**config.mk**
```make
export PLATFORM = sky130hd
export DESIGN_NAME = cik_capacity_indicator_key_ctrl
export DESIGN_NICKNAME = d
export VERILOG_FILES = /design/src/rtl/cik_capacity_indicator_key_ctrl.v /design/src/rtl/cik_key_decoder.v
export VERILOG_INCLUDE_DIRS = /design/src /design/src/rtl
export SDC_FILE = /design/constraint.sdc
export NUM_CORES = 1
export LEC_CHECK = 0
export ABC_AREA = 1
export CORE_UTILIZATION = 55
export DETAILED_ROUTE_END_ITERATION = 7
export DONT_BUFFER_PORTS = 1
export PLACE_DENSITY = 0.71
export SLEW_MARGIN = 20
export SYNTH_ARGS = -nofsm -noshare
export SYNTH_HDL_FRONTEND = slang
export SYNTH_SLANG_ARGS = --single-unit
```
**constraint.sdc**
```tcl
create_clock -name sys_clk -period 2.2 [get_ports sys_clk]
set_input_delay 0.11 -clock sys_clk [delete_from_list [all_inputs] [get_ports sys_clk]]
set_output_delay 0.11 -clock sys_clk [all_outputs]
set_load 0.01 [all_outputs]
```
**src/rtl/cik_consts.vh**
```
`ifndef CIK_CONSTS_VH
`define CIK_CONSTS_VH
// register byte offsets
`define CIK_REG_CTRL        8'h00
`define CIK_REG_CAP         8'h04
`define CIK_REG_STATUS      8'h08
`define CIK_REG_LAMPS       8'h0c
// control field positions
`define CIK_CTRL_COUNT_LSB  0
`define CIK_CTRL_SEG_BIT    2
`define CIK_CTRL_SCC_EN_BIT 3
`define CIK_CTRL_RST_VAL    32'h0000_0002
// status field positions
`define CIK_ST_CHG_BIT      0
`define CIK_ST_LOWBAT_BIT   1
`define CIK_ST_FAULT_BIT    2
`define CIK_ST_STRAP_BIT    3
// lamp count codes
`define CIK_CNT_THREE       2'h0
`define CIK_CNT_FOUR        2'h1
`define CIK_CNT_FIVE        2'h2
// timing
`define CIK_CLK_HZ          100000000
`define CIK_FLICK_HZ        1
`define CIK_HALF_CYC        (`CIK_CLK_HZ / (2 * `CIK_FLICK_HZ))
`define CIK_DEBOUNCE_MS     20
`define CIK_DEBOUNCE_CYC    (`CIK_DEBOUNCE_MS * (`CIK_CLK_HZ / 1000))
`define CIK_LONG_MS         2000
`define CIK_LONG_CYC        (`CIK_LONG_MS * (`CIK_CLK_HZ / 1000))
`define CIK_DBL_MS          400
`define CIK_DBL_CYC         (`CIK_DBL_MS * (`CIK_CLK_HZ / 1000))
`define CIK_BLINKS          5
`endif

```
**src/rtl/cik_capacity_indicator_key_ctrl.v**
```verilog
// Operation
// - lamp count selectable three, four or five; thresholds follow the count.
// - five lamps discharging: 80/60/40/20/5 steps, lamp one flickers 1-5%, off 0%.
// - five lamps charging: all steady at 100%, else topmost active lamp flickers.
// - four lamps discharging: 75/50/25/5 steps, lamp one flickers 1-5%, off 0%.
// - four lamps charging: all steady at 100%, else topmost active lamp flickers.
// - three lamps discharging: 66/33/5 steps, lamp one flickers 1-5%, off 0%.
// - three lamps charging: all steady at 100%, else topmost active lamp flickers.
// - low battery: lamp one flickers five times, then power off.
// - fault: all lamps flicker five times, then power off.
// - segment discharging: steady capacity, flicker at 1 Hz below 5%.
// - segment low battery: 0% segment flickers five times, then power off.
// - segment charging: capacity segments flicker instead of steady.
// - segment fault: display flickers five times, then power off.
// - key events are short, long and double short presses.
// - short press enables type-A, light-load type-C and the display.
// - long press toggles flash lamp while the small-current feature is off.
// - with small-current feature, long press toggles that mode, not the lamp.
// - double press disables type-A, type-C and the display.
// - double press exits small-current mode; display marks the mode, which the code does on the lamps only, not in segment mode.
//
// Design decisions made here: the AXI4-Lite slave port and the placing of the registers.
`timescale 1ns/100ps
`include "cik_consts.vh"
module cik_capacity_indicator_key_ctrl #(
   parameter HALF_CYC     = `CIK_HALF_CYC,
   parameter DEBOUNCE_CYC = `CIK_DEBOUNCE_CYC,
   parameter LONG_CYC     = `CIK_LONG_CYC,
   parameter DBL_CYC      = `CIK_DBL_CYC
) (
   input  wire        sys_clk,
   input  wire        rst,
   input  wire [31:0] s_axi_awaddr,
   input  wire        s_axi_awvalid,
   output wire        s_axi_awready,
   input  wire [31:0] s_axi_wdata,
   input  wire [3:0]  s_axi_wstrb,
   input  wire        s_axi_wvalid,
   output wire        s_axi_wready,
   output reg  [1:0]  s_axi_bresp,
   output reg         s_axi_bvalid,
   input  wire        s_axi_bready,
   input  wire [31:0] s_axi_araddr,
   input  wire        s_axi_arvalid,
   output wire        s_axi_arready,
   output reg  [31:0] s_axi_rdata,
   output reg  [1:0]  s_axi_rresp,
   output reg         s_axi_rvalid,
   input  wire        s_axi_rready,
   input  wire [6:0]  capacity_pct,
   input  wire        charging,
   input  wire        low_battery,
   input  wire        fault,
   input  wire        key_pressed,
   input  wire        iface_select_strap,
   output reg         capacity_lamp_one,
   output reg         capacity_lamp_two,
   output reg         capacity_lamp_three,
   output reg         capacity_lamp_four,
   output reg         capacity_lamp_five,
   output reg  [4:0]  segment_on,
   output reg         segment_zero,
   output reg         shared_pins_serial,
   output reg         type_a_enable,
   output reg         type_c_enable,
   output reg         flash_lamp_driver,
   output reg         small_current_mode,
   output reg         power_off
);
   localparam M_NORM = 3'b001;
   localparam M_WARN = 3'b010;
   localparam M_OFF  = 3'b100;

   reg [31:0] ctrl_r;
   reg        aw_got_r;
   reg        w_got_r;
   reg [31:0] aw_addr_r;
   reg [31:0] w_data_r;
   reg [3:0]  w_strb_r;
   reg [31:0] half_cnt_r;
   reg        flick_r;
   reg        flick_d_r;
   reg [2:0]  mode_r;
   reg        warn_fault_r;
   reg [2:0]  blink_cnt_r;
   reg        display_on_r;
   reg [4:0]  steady;
   reg [4:0]  blink;
   reg [4:0]  lamps_nxt;
   wire       short_press;
   wire       long_press;
   wire       double_press;
   wire [1:0] lamp_count = ctrl_r[`CIK_CTRL_COUNT_LSB+1:`CIK_CTRL_COUNT_LSB];
   wire       seg_mode   = ctrl_r[`CIK_CTRL_SEG_BIT];
   wire       scc_en     = ctrl_r[`CIK_CTRL_SCC_EN_BIT];
   wire       flick_rise = flick_r & ~flick_d_r;

   // lamps lit at or above each threshold; boundary values go to the higher range
   function [4:0] cik_bar;
      input [6:0] pct;
      input [1:0] cnt;
      begin
         cik_bar = 5'h00;
         case (cnt)
            `CIK_CNT_FIVE: begin
               if (pct >= 7'd80)      cik_bar = 5'h1f;
               else if (pct >= 7'd60) cik_bar = 5'h0f;
               else if (pct >= 7'd40) cik_bar = 5'h07;
               else if (pct >= 7'd20) cik_bar = 5'h03;
               else                   cik_bar = 5'h01;
            end
            `CIK_CNT_FOUR: begin
               if (pct >= 7'd75)      cik_bar = 5'h0f;
               else if (pct >= 7'd50) cik_bar = 5'h07;
               else if (pct >= 7'd25) cik_bar = 5'h03;
               else                   cik_bar = 5'h01;
            end
            default: begin
               if (pct >= 7'd66)      cik_bar = 5'h07;
               else if (pct >= 7'd33) cik_bar = 5'h03;
               else                   cik_bar = 5'h01;
            end
         endcase
      end
   endfunction

   function [4:0] cik_full;
      input [1:0] cnt;
      begin
         case (cnt)
            `CIK_CNT_FIVE: cik_full = 5'h1f;
            `CIK_CNT_FOUR: cik_full = 5'h0f;
            default:       cik_full = 5'h07;
         endcase
      end
   endfunction

   cik_key_decoder #(
      .DEBOUNCE_CYC (DEBOUNCE_CYC),
      .LONG_CYC     (LONG_CYC),
      .DBL_CYC      (DBL_CYC)
   ) u_key (
      .sys_clk      (sys_clk),
      .rst          (rst),
      .key_pressed  (key_pressed),
      .short_press  (short_press),
      .long_press   (long_press),
      .double_press (double_press)
   );

   // axi4-lite slave: address and data taken in either order
   assign s_axi_awready = ~aw_got_r & ~s_axi_bvalid;
   assign s_axi_wready  = ~w_got_r & ~s_axi_bvalid;
   assign s_axi_arready = ~s_axi_rvalid;

   always @(posedge sys_clk) begin
      if (rst) begin
         aw_got_r     <= 1'b0;
         w_got_r      <= 1'b0;
         aw_addr_r    <= 32'h0;
         w_data_r     <= 32'h0;
         w_strb_r     <= 4'h0;
         s_axi_bvalid <= 1'b0;
         s_axi_bresp  <= 2'h0;
         ctrl_r       <= `CIK_CTRL_RST_VAL;
      end else begin
         if (s_axi_awvalid && s_axi_awready) begin
            aw_got_r  <= 1'b1;
            aw_addr_r <= s_axi_awaddr;
         end
         if (s_axi_wvalid && s_axi_wready) begin
            w_got_r  <= 1'b1;
            w_data_r <= s_axi_wdata;
            w_strb_r <= s_axi_wstrb;
         end
         if (aw_got_r && w_got_r) begin
            aw_got_r     <= 1'b0;
            w_got_r      <= 1'b0;
            s_axi_bvalid <= 1'b1;
            if (aw_addr_r[7:0] == `CIK_REG_CTRL && aw_addr_r[31:8] == 24'h0) begin
               s_axi_bresp <= 2'h0;
               if (w_strb_r[0])
                  ctrl_r[7:0] <= {4'h0, w_data_r[3:0]};
            end else begin
               s_axi_bresp <= 2'h2;
            end
         end
         if (s_axi_bvalid && s_axi_bready)
            s_axi_bvalid <= 1'b0;
      end
   end

   always @(posedge sys_clk) begin
      if (rst) begin
         s_axi_rvalid <= 1'b0;
         s_axi_rdata  <= 32'h0;
         s_axi_rresp  <= 2'h0;
      end else if (s_axi_arvalid && s_axi_arready) begin
         s_axi_rvalid <= 1'b1;
         s_axi_rresp  <= 2'h0;
         s_axi_rdata  <= 32'h0;
         if (s_axi_araddr[31:8] != 24'h0) begin
            s_axi_rresp <= 2'h2;
         end else begin
            case (s_axi_araddr[7:0])
               `CIK_REG_CTRL:   s_axi_rdata <= {28'h0, ctrl_r[3:0]};
               `CIK_REG_CAP:    s_axi_rdata <= {25'h0, capacity_pct};
               `CIK_REG_STATUS: s_axi_rdata <= {24'h0, power_off, small_current_mode, flash_lamp_driver,
                                                display_on_r, iface_select_strap, fault, low_battery, charging};
               `CIK_REG_LAMPS:  s_axi_rdata <= {27'h0, capacity_lamp_five, capacity_lamp_four,
                                                capacity_lamp_three, capacity_lamp_two, capacity_lamp_one};
               default:         s_axi_rresp <= 2'h2;
            endcase
         end
      end else if (s_axi_rvalid && s_axi_rready) begin
         s_axi_rvalid <= 1'b0;
      end
   end

   // 1 hz flicker, equal halves
   always @(posedge sys_clk) begin
      if (rst) begin
         half_cnt_r <= 32'h0;
         flick_r    <= 1'b0;
         flick_d_r  <= 1'b0;
      end else begin
         flick_d_r <= flick_r;
         // a warning starts on a dark half, so no partial flash adds to the count
         if (mode_r == M_NORM && (fault || low_battery)) begin
            half_cnt_r <= 32'h0;
            flick_r    <= 1'b0;
         end else if (half_cnt_r >= HALF_CYC - 1) begin
            half_cnt_r <= 32'h0;
            flick_r    <= ~flick_r;
         end else begin
            half_cnt_r <= half_cnt_r + 32'h1;
         end
      end
   end

   // key actions and warning sequence
   always @(posedge sys_clk) begin
      if (rst) begin
         type_a_enable      <= 1'b0;
         type_c_enable      <= 1'b0;
         display_on_r       <= 1'b0;
         flash_lamp_driver  <= 1'b0;
         small_current_mode <= 1'b0;
         mode_r             <= M_NORM;
         warn_fault_r       <= 1'b0;
         blink_cnt_r        <= 3'h0;
         power_off          <= 1'b0;
         shared_pins_serial <= 1'b0;
      end else begin
         shared_pins_serial <= ~iface_select_strap;
         if (short_press) begin
            type_a_enable <= 1'b1;
            type_c_enable <= 1'b1;
            display_on_r  <= 1'b1;
         end
         if (long_press) begin
            if (scc_en)
               small_current_mode <= ~small_current_mode;
            else
               flash_lamp_driver <= ~flash_lamp_driver;
         end
         if (double_press) begin
            type_a_enable      <= 1'b0;
            type_c_enable      <= 1'b0;
            display_on_r       <= 1'b0;
            small_current_mode <= 1'b0;
         end
         case (mode_r)
            M_NORM: begin
               if (fault || low_battery) begin
                  mode_r       <= M_WARN;
                  warn_fault_r <= fault;
                  blink_cnt_r  <= 3'h0;
               end
            end
            M_WARN: begin
               if (flick_rise) begin
                  if (blink_cnt_r == `CIK_BLINKS - 1) begin
                     mode_r    <= M_OFF;
                     power_off <= 1'b1;
                  end else begin
                     blink_cnt_r <= blink_cnt_r + 3'h1;
                  end
               end
            end
            M_OFF: begin
               power_off         <= 1'b1;
               type_a_enable     <= 1'b0;
               type_c_enable     <= 1'b0;
               flash_lamp_driver <= 1'b0;
            end
            default: mode_r <= M_NORM;
         endcase
      end
   end

   // capacity pattern
   always @* begin
      steady = 5'h00;
      blink  = 5'h00;
      if (charging) begin
         if (capacity_pct >= 7'd100) begin
            steady = cik_full(lamp_count);
         end else begin
            blink  = cik_bar(capacity_pct, lamp_count) & ~(cik_bar(capacity_pct, lamp_count) >> 1);
            steady = cik_bar(capacity_pct, lamp_count) >> 1;
         end
      end else if (capacity_pct >= 7'd5) begin
         steady = cik_bar(capacity_pct, lamp_count);
      end else if (capacity_pct >= 7'd1) begin
         blink = 5'h01;
      end
      lamps_nxt = steady | (flick_r ? blink : 5'h00);
      if (small_current_mode)
         lamps_nxt = cik_full(lamp_count) & {5{flick_r}};
      if (mode_r == M_WARN) begin
         if (warn_fault_r)
            lamps_nxt = cik_full(lamp_count) & {5{flick_r}};
         else
            lamps_nxt = {4'h0, flick_r};
      end
      if (mode_r == M_OFF || !display_on_r || seg_mode || ~iface_select_strap)
         lamps_nxt = 5'h00;
   end

   always @(posedge sys_clk) begin
      if (rst) begin
         capacity_lamp_one   <= 1'b0;
         capacity_lamp_two   <= 1'b0;
         capacity_lamp_three <= 1'b0;
         capacity_lamp_four  <= 1'b0;
         capacity_lamp_five  <= 1'b0;
         segment_on          <= 5'h00;
         segment_zero        <= 1'b0;
      end else begin
         {capacity_lamp_five, capacity_lamp_four, capacity_lamp_three,
          capacity_lamp_two, capacity_lamp_one} <= lamps_nxt;
         segment_on   <= 5'h00;
         segment_zero <= 1'b0;
         if (seg_mode && iface_select_strap && display_on_r && mode_r != M_OFF) begin
            if (mode_r == M_WARN) begin
               if (warn_fault_r)
                  segment_on <= {5{flick_r}};
               else
                  segment_zero <= flick_r;
            end else if (charging) begin
               segment_on <= {5{flick_r}};
            end else if (capacity_pct < 7'd5) begin
               segment_on <= {5{flick_r}};
            end else begin
               segment_on <= 5'h1f;
            end
         end
      end
   end
endmodule

```
**src/rtl/cik_key_decoder.v**
```verilog
`timescale 1ns/100ps
`include "cik_consts.vh"
module cik_key_decoder #(
   parameter DEBOUNCE_CYC = `CIK_DEBOUNCE_CYC,
   parameter LONG_CYC     = `CIK_LONG_CYC,
   parameter DBL_CYC      = `CIK_DBL_CYC
) (
   input  wire sys_clk,
   input  wire rst,
   input  wire key_pressed,
   output reg  short_press,
   output reg  long_press,
   output reg  double_press
);
   localparam S_IDLE = 4'b0001;
   localparam S_DOWN = 4'b0010;
   localparam S_WAIT = 4'b0100;
   localparam S_HELD = 4'b1000;
   reg [31:0] deb_cnt_r;
   reg        key_r;
   reg [31:0] tmr_r;
   reg [3:0]  state_r;
   reg        second_r;
   // debounce filter
   always @(posedge sys_clk) begin
      if (rst) begin
         deb_cnt_r <= 32'h0;
         key_r     <= 1'b0;
      end else if (key_pressed == key_r) begin
         deb_cnt_r <= 32'h0;
      end else if (deb_cnt_r >= DEBOUNCE_CYC - 1) begin
         deb_cnt_r <= 32'h0;
         key_r     <= key_pressed;
      end else begin
         deb_cnt_r <= deb_cnt_r + 32'h1;
      end
   end
   // press classifier
   always @(posedge sys_clk) begin
      if (rst) begin
         state_r      <= S_IDLE;
         tmr_r        <= 32'h0;
         second_r     <= 1'b0;
         short_press  <= 1'b0;
         long_press   <= 1'b0;
         double_press <= 1'b0;
      end else begin
         short_press  <= 1'b0;
         long_press   <= 1'b0;
         double_press <= 1'b0;
         case (state_r)
            S_IDLE: begin
               tmr_r    <= 32'h0;
               second_r <= 1'b0;
               if (key_r)
                  state_r <= S_DOWN;
            end
            S_DOWN: begin
               tmr_r <= tmr_r + 32'h1;
               if (!key_r) begin
                  tmr_r <= 32'h0;
                  if (second_r) begin
                     double_press <= 1'b1;
                     state_r      <= S_IDLE;
                  end else begin
                     state_r <= S_WAIT;
                  end
               end else if (tmr_r >= LONG_CYC - 1 && !second_r) begin
                  long_press <= 1'b1;
                  state_r    <= S_HELD;
               end
            end
            S_WAIT: begin
               tmr_r <= tmr_r + 32'h1;
               if (key_r) begin
                  second_r <= 1'b1;
                  tmr_r    <= 32'h0;
                  state_r  <= S_DOWN;
               end else if (tmr_r >= DBL_CYC - 1) begin
                  short_press <= 1'b1;
                  state_r     <= S_IDLE;
               end
            end
            S_HELD: begin
               if (!key_r)
                  state_r <= S_IDLE;
            end
            default: state_r <= S_IDLE;
         endcase
      end
   end
endmodule

```
# [Word level (Yosys, flattened, before mapping)]
# Cells that the tools add are included.
[word_totals] output_inout_bits=58 regBits=212
[classes] eq_ne=24 magnitude_cmp=17 add_sub_neg=4 n_reduce_logical=52 bitwise_logic=25 mux=65
[ops] op="5-bit 2-to-1 mux" count=20
[ops] op="32-bit by 1-bit adder with 32-bit output (second input constant)" count=3
[ops] op="32-bit one-hot mux with 3 select lines" count=1
[ops] op="32-bit by 26-bit >= comparator with 1-bit output (second input constant)" count=2
[ops] op="32-bit 2-to-1 mux" count=2
[ops] op="32-bit by 21-bit >= comparator with 1-bit output (second input constant)" count=1
[ops] op="32-bit by 28-bit >= comparator with 1-bit output (second input constant)" count=1
[ops] op="4-bit 2-to-1 mux" count=8
[ops] op="8-bit one-hot mux with 4 select lines" count=1
[ops] op="7-bit by 6-bit >= comparator with 1-bit output (second input constant)" count=4
[ops] op="7-bit >= comparator (second input constant)" count=4
[ops] op="3-bit 2-to-1 mux" count=9
[ops] op="24-bit logical NOT" count=1
[ops] op="24-bit nonzero test" count=1
[ops] op="5-bit one-hot mux with 2 select lines" count=2
[ops] op="3-bit OR reduction" count=6
[ops] op="1-bit NOT" count=17
[ops] op="8-bit by 4-bit == test with 1-bit output (second input constant)" count=2
[ops] op="8-bit logical NOT" count=2
[ops] op="4-bit one-hot mux with 4 select lines" count=1
[ops] op="5-bit bitwise AND" count=3
[ops] op="7-bit by 5-bit >= comparator with 1-bit output (second input constant)" count=2
[ops] op="2-bit OR reduction" count=7
[ops] op="1-bit logical AND" count=12
[ops] op="36 further kinds" count=75

# [Logic depth before layout (Yosys ltp)]
[depth] word_depth=16 depth_mapped=13

# [Hierarchy]
# A second synthesis with hierarchy kept.
[unflattened] cells_unflattened=1293 hier_area_um2=9085.0
[by_module_without_submodules] module="cik_capacity_indicator_key_ctrl" seq_area_each_um2=2182.1 n_inst=1 area_each_um2=5352.6 cells_per_inst=751
[by_module_without_submodules] module="cik_key_decoder" seq_area_each_um2=1461.4 n_inst=1 area_each_um2=3732.3 cells_per_inst=542

# [Worst setup path after synthesis]
# OpenSTA, ideal clock, no wires.
[synth_path] path_type="register -> register" from="register u_key.deb_cnt_r[0]" to="register u_key.deb_cnt_r[16]" arrival_time_ns=1.464 slack_ns=0.619 path_stages_with_launch=10 setup_ns=0.117 period_less_slack_ns=1.581 cell_sequence="dfxtp_1 ha_1 nand3_1 nor2_1 nand2_2 nor2_1 nand3_1 nor2_1 xor2_1 nor2_1"
[synth_between] elab_chain_cells=2 elab_cells_between_ends=3 cone_classes="1 x add/sub; 1 x order compare; 1 x reduce/logical"
[synth_lines] element="from (decl)" line_no="cik_key_decoder.v:19" text="reg [31:0] deb_cnt_r;"
[synth_lines] element="from (signal assigned)" line_no="cik_key_decoder.v:35" text="deb_cnt_r <= deb_cnt_r + 32'h1;"
[synth_lines] element="32-bit by 21-bit >= comparator with 1-bit output" line_no="cik_key_decoder.v:31" text="end else if (deb_cnt_r >= DEBOUNCE_CYC - 1) begin"
[synth_lines] element="3-bit OR reduction (no line)"
# Parallel ways exist; a longest one is shown, timed or not.
# A chain may end at the register's enable or synchronous reset.

# [Worst setup path in the final report]
[layout_path] from="input s_axi_araddr[15]" to="register s_axi_rdata[1]"
[layout_between] elab_chain_cells=2
[layout_lines] element="from (decl)" line_no="cik_capacity_indicator_key_ctrl.v:43" text="input wire [31:0] s_axi_araddr,"
[layout_lines] element="24-bit nonzero test" line_no="cik_capacity_indicator_key_ctrl.v:202" text="if (s_axi_araddr[31:8] != 24'h0) begin"
[layout_lines] element="8-bit 2-to-1 mux" line_no="cik_capacity_indicator_key_ctrl.v:202"
[layout_lines] element="to (signal assigned)" line_no="cik_capacity_indicator_key_ctrl.v:206" text="`CIK_REG_CTRL: s_axi_rdata <= {28'h0, ctrl_r[3:0]};"
[layout_lines] element="to (signal assigned)" line_no="cik_capacity_indicator_key_ctrl.v:207" text="`CIK_REG_CAP: s_axi_rdata <= {25'h0, capacity_pct};"
[layout_lines] element="to (signal assigned)" line_no="cik_capacity_indicator_key_ctrl.v:208" text="`CIK_REG_STATUS: s_axi_rdata <= {24'h0, power_off, small_current_mode, flash_lamp_driver,"
[layout_lines] element="to (decl)" line_no="cik_capacity_indicator_key_ctrl.v:46" text="output reg [31:0] s_axi_rdata,"
# Every way passes these cells.

==> results by group <==
STA
  – Max-slew headroom: 31.39%
  – Final Max Tran Viols: 0
  – Tcrit/Tclk final: 90.71%
  – Minimum clock period: 1.996 ns
  – Worst Skew: 0.008663 ns
  – Final Hold Violating Endpoints: 0
  – Setup TNS: 0 ns
  – Worst-margin pin slew: 1.026 ns
  – Max frequency: 0.5011 GHz
  – Final number of setup-violating endpoints: 0
  – RSZ-0062 raised after global routing: no

Clock tree
  – Clock tree sinks: 182
  – Root buf cell: clkbuf_16
  – Clock Latency Late Sink: 0.44 ns
  – H-tree depth: 4
  – Clk buf depth: 2
  – TritonCTS Buffers: 17
  – Post-CTS sizing: 0
  – Hold Buf Count CTS: 49
  – CTS tree: built
  – # Post-CTS Setup Buffers: 0
  – Clock transition at path regs: 0.07 ns

Worst setup path
  – R2r endpoint: s_axi_rdata[1]$_SDFFE_PP0P_
  – FF-to-FF path depth: 7
  – Worst r2r src: s_axi_rvalid$_SDFFE_PP0P_
  – CP Class: primary input to flop
  – CP max-delay cell: dlygate4sd3_1
  – Reg2Reg Setup Slack: 0.23 ns
  – Crit path buffers/inverters: 2
  – Most used cell, CP: dlygate4sd3_1
  – CP arrival: 2.35 ns
  – Crit-path cells: dlygate4sd3_1 -> nor4_1 -> dlygate4sd3_1 -> nand2_1 -> nor3_1 -> o21ai_0 -> a21oi_1
  – Critical Path RT: 2.55 ns
  – CP delay by family, top: buffers and inverters
  – Startpoint Class: primary input
  – Worst-path fanout max: 5
  – Critical Path End Type: flop
  – Critical Path Max Stage Delay: 0.58 ns

Run status
  – Status: finished, final reports clean

Logic synthesis
  – Top cell type's share of synthesized area: 40.13%
  – Syn avg cell area: 6.915 um^2
  – #FFs+latches synth: 182
  – Number of synthesized flops with an enable pin: 0
  – Fraction of registers with async set/reset: 0%
  – Mapped Cells: 1313
  – Sequential area share after synthesis: 40.13%
  – Post-synth cell types: 53
  – Area leader, netlist: dfxtp_1
  – Most common flop cell mapped by yosys: dfxtp_1
  – Synthesized area: 0.009080 mm^2
  – Top cells by area, synth: dfxtp_1 40%, nand2_1 10%, nor2_1 10%
  – Top cells by count, synth: 248 x nand2_1, 247 x nor2_1, 182 x dfxtp_1
  – Most frequent cell after synthesis: nand2_1
  – YS warnings: 0

Power
  – Flop pwr share: 48.2%
  – Internal power: 0.005278 W
  – LEAKAGE: 4.295 nW
  – Clk pwr share: 40.2%
  – P per Cell Area: 711.8 mW/mm^2
  – Net Sw Frac: 28.05%
  – Worst ir drop on vdd: 0.5684 mV
  – Sw Pwr: 0.002058 W
  – Combinational power share: 11.6%
  – Total power draw: 0.007335 W

Global route
  – Vias in the first global route: 7443
  – Largest net degree at the start of global routing: 35
  – First-pass GRT wire length: 33510 um
  – Total gr overflow: 0
  – Total global-route track usage: 24.85%
  – Antenna violations before repair: 0

Drt
  – Drt total wl: 20400 um
  – Drt pass-1 iters: 5
  – Initial DRC Count: 459
  – DRC violations left: 0
  – ANT nets after route: 0
  – Vias per cell: 5.198
  – Routed length per instance: 12.71 um
  – Vias: 8343

Floorplan
  – Core area: 0.01600 mm^2
  – Die W: 130.5 um
  – I/O pin count: 177
  – Die footprint: 0.01703 mm^2
  – Die height: 130.5 um
  – Initial Utilization: 56.75%
  – Row count: 46

Hold path
  – Worst hold stages: 4
  – Hold endpoint: s_axi_rresp[1]$_SDFFE_PP0P_
  – Hold crit path type: primary input to flop
  – Hold Startpoint: s_axi_araddr[14]

Job
  – Max Cap Violations: 0

Placement
  – Post-DP HPWL: 14680 um
  – Routability cong.: 0.9232
  – Dpl cell area: 0.009235 mm^2
  – Port Buf Inserts: 0

Layout
  – Final core utilization: 64.41%
  – # fillers: 1516
  – Diodes inserted: 0
  – Area Overhead vs Synth: 13.50%
  – NumNets Final: 1503
  – Final instance area: 0.01031 mm^2
  – Layout cell share with drive strength beyond 1: 7.487%
[cells by family (layout without fill, tap and decap cells)]
family / after synthesis / count (layout) / share of synthesized area (%)
buffers and inverters: 219 / 253 / 10.68
other: 1 / 43 / 0.04130
AO/OA/AOI/OAI: 187 / 187 / 11.49
flip-flops: 182 / 182 / 40.13
XOR/XNOR: 14 / 14 / 1.350
adder cells (fa/ha/maj): 8 / 8 / 1.102
AND/OR/NAND/NOR: 702 / 702 / 35.21
[state kept, by name, indices dropped and copies added (netlist names), 4 cells and up]
register,count
u_key.deb_cnt_r,32
half_cnt_r,32
s_axi_rdata,8
ctrl_r,4
w_data_r,4
aw_addr_r,32
u_key.state_r,4
u_key.tmr_r,32
[power groups by stage]
stage                     clock (W)  combinational, W  sequential [W]
after floorplan                   0          0.000662         0.00359
after global placement            0          0.000742         0.00361
after detailed placement          0          0.000757         0.00361
after CTS                   0.00302          0.000840         0.00353
after global routing        0.00315          0.000977         0.00355
final                       0.00295          0.000851         0.00353
[worst max path at each step]
stage	slack, ns	end	cells past startpoint	from
global route	0.03	s_axi_rdata[0]$_SDFFE_PP0P_	7	s_axi_araddr[15]
detailed placement	0.25	s_axi_rdata[1]$_SDFFE_PP0P_	7	s_axi_rvalid$_SDFFE_PP0P_
floorplan	0.62	u_key.deb_cnt_r[16]$_SDFF_PP0_	9	u_key.deb_cnt_r[0]$_SDFF_PP0_
finish	0.20	s_axi_rdata[1]$_SDFFE_PP0P_	7	s_axi_araddr[15]
global placement	0.25	s_axi_rdata[0]$_SDFFE_PP0P_	7	s_axi_rvalid$_SDFFE_PP0P_
CTS	0.21	s_axi_rdata[1]$_SDFFE_PP0P_	7	s_axi_araddr[15]
[per-layer routing]
layer / routed length (um) / global-route usage, %
met1: 9232 / 31.02
met4: 221 / 7.437
met3: 1046 / 5.212
met2: 9898 / 42.98
met5: 0 / 0
[cell type report]
type / instances / area [um^2] / area share, %
Sequential cell: 182 / 3643 / 35.35
Timing Repair Buffer: 58 / 570.5 / 5.536
Clock buffer: 19 / 442.9 / 4.298
Multi-Input combinational cell: 954 / 4624 / 44.87
Tap cell: 216 / 270.3 / 2.622
Inverter: 163 / 616.8 / 5.985
Clock inverter: 13 / 137.6 / 1.335
[stage by stage]
step	worst slack [ns]	cells	hold slack, ns
after floorplan	0.6189	1355	0.1824
after global placement	0.2470	1524	0.1829
after detailed placement	0.2480	1524	0.1856
after CTS	0.2123	1605	0.003739
after global routing	0.02659	1605	0.03377
final	0.2043	1605	0.01323
[placed cells by master (no fill, tap or decap), types with 6 or more instances in the layout]
cell type        n
nand2_1        248
nor2_1         247
dfxtp_1        182
inv_1          154
o21ai_0         78
nand3_1         75
a21oi_1         72
dlygate4sd3_1   49
conb_1          43
nor3_1          29
nand4_1         29
clkbuf_16       17
nor4_1          11
xor2_1          11
nand2_2         10
nor2_4           8
nor3b_1          8
ha_1             8
buf_4            8
nand3_2          6
a31oi_1          6
[tightest hold or removal path, cell delays in order]
cell     delay (ns)
nor4_1         0.04
nand2_1        0.08
nor3_1         0.10
nor2_1         0.09
No activity file was read; power rests on OpenSTA's default activity.
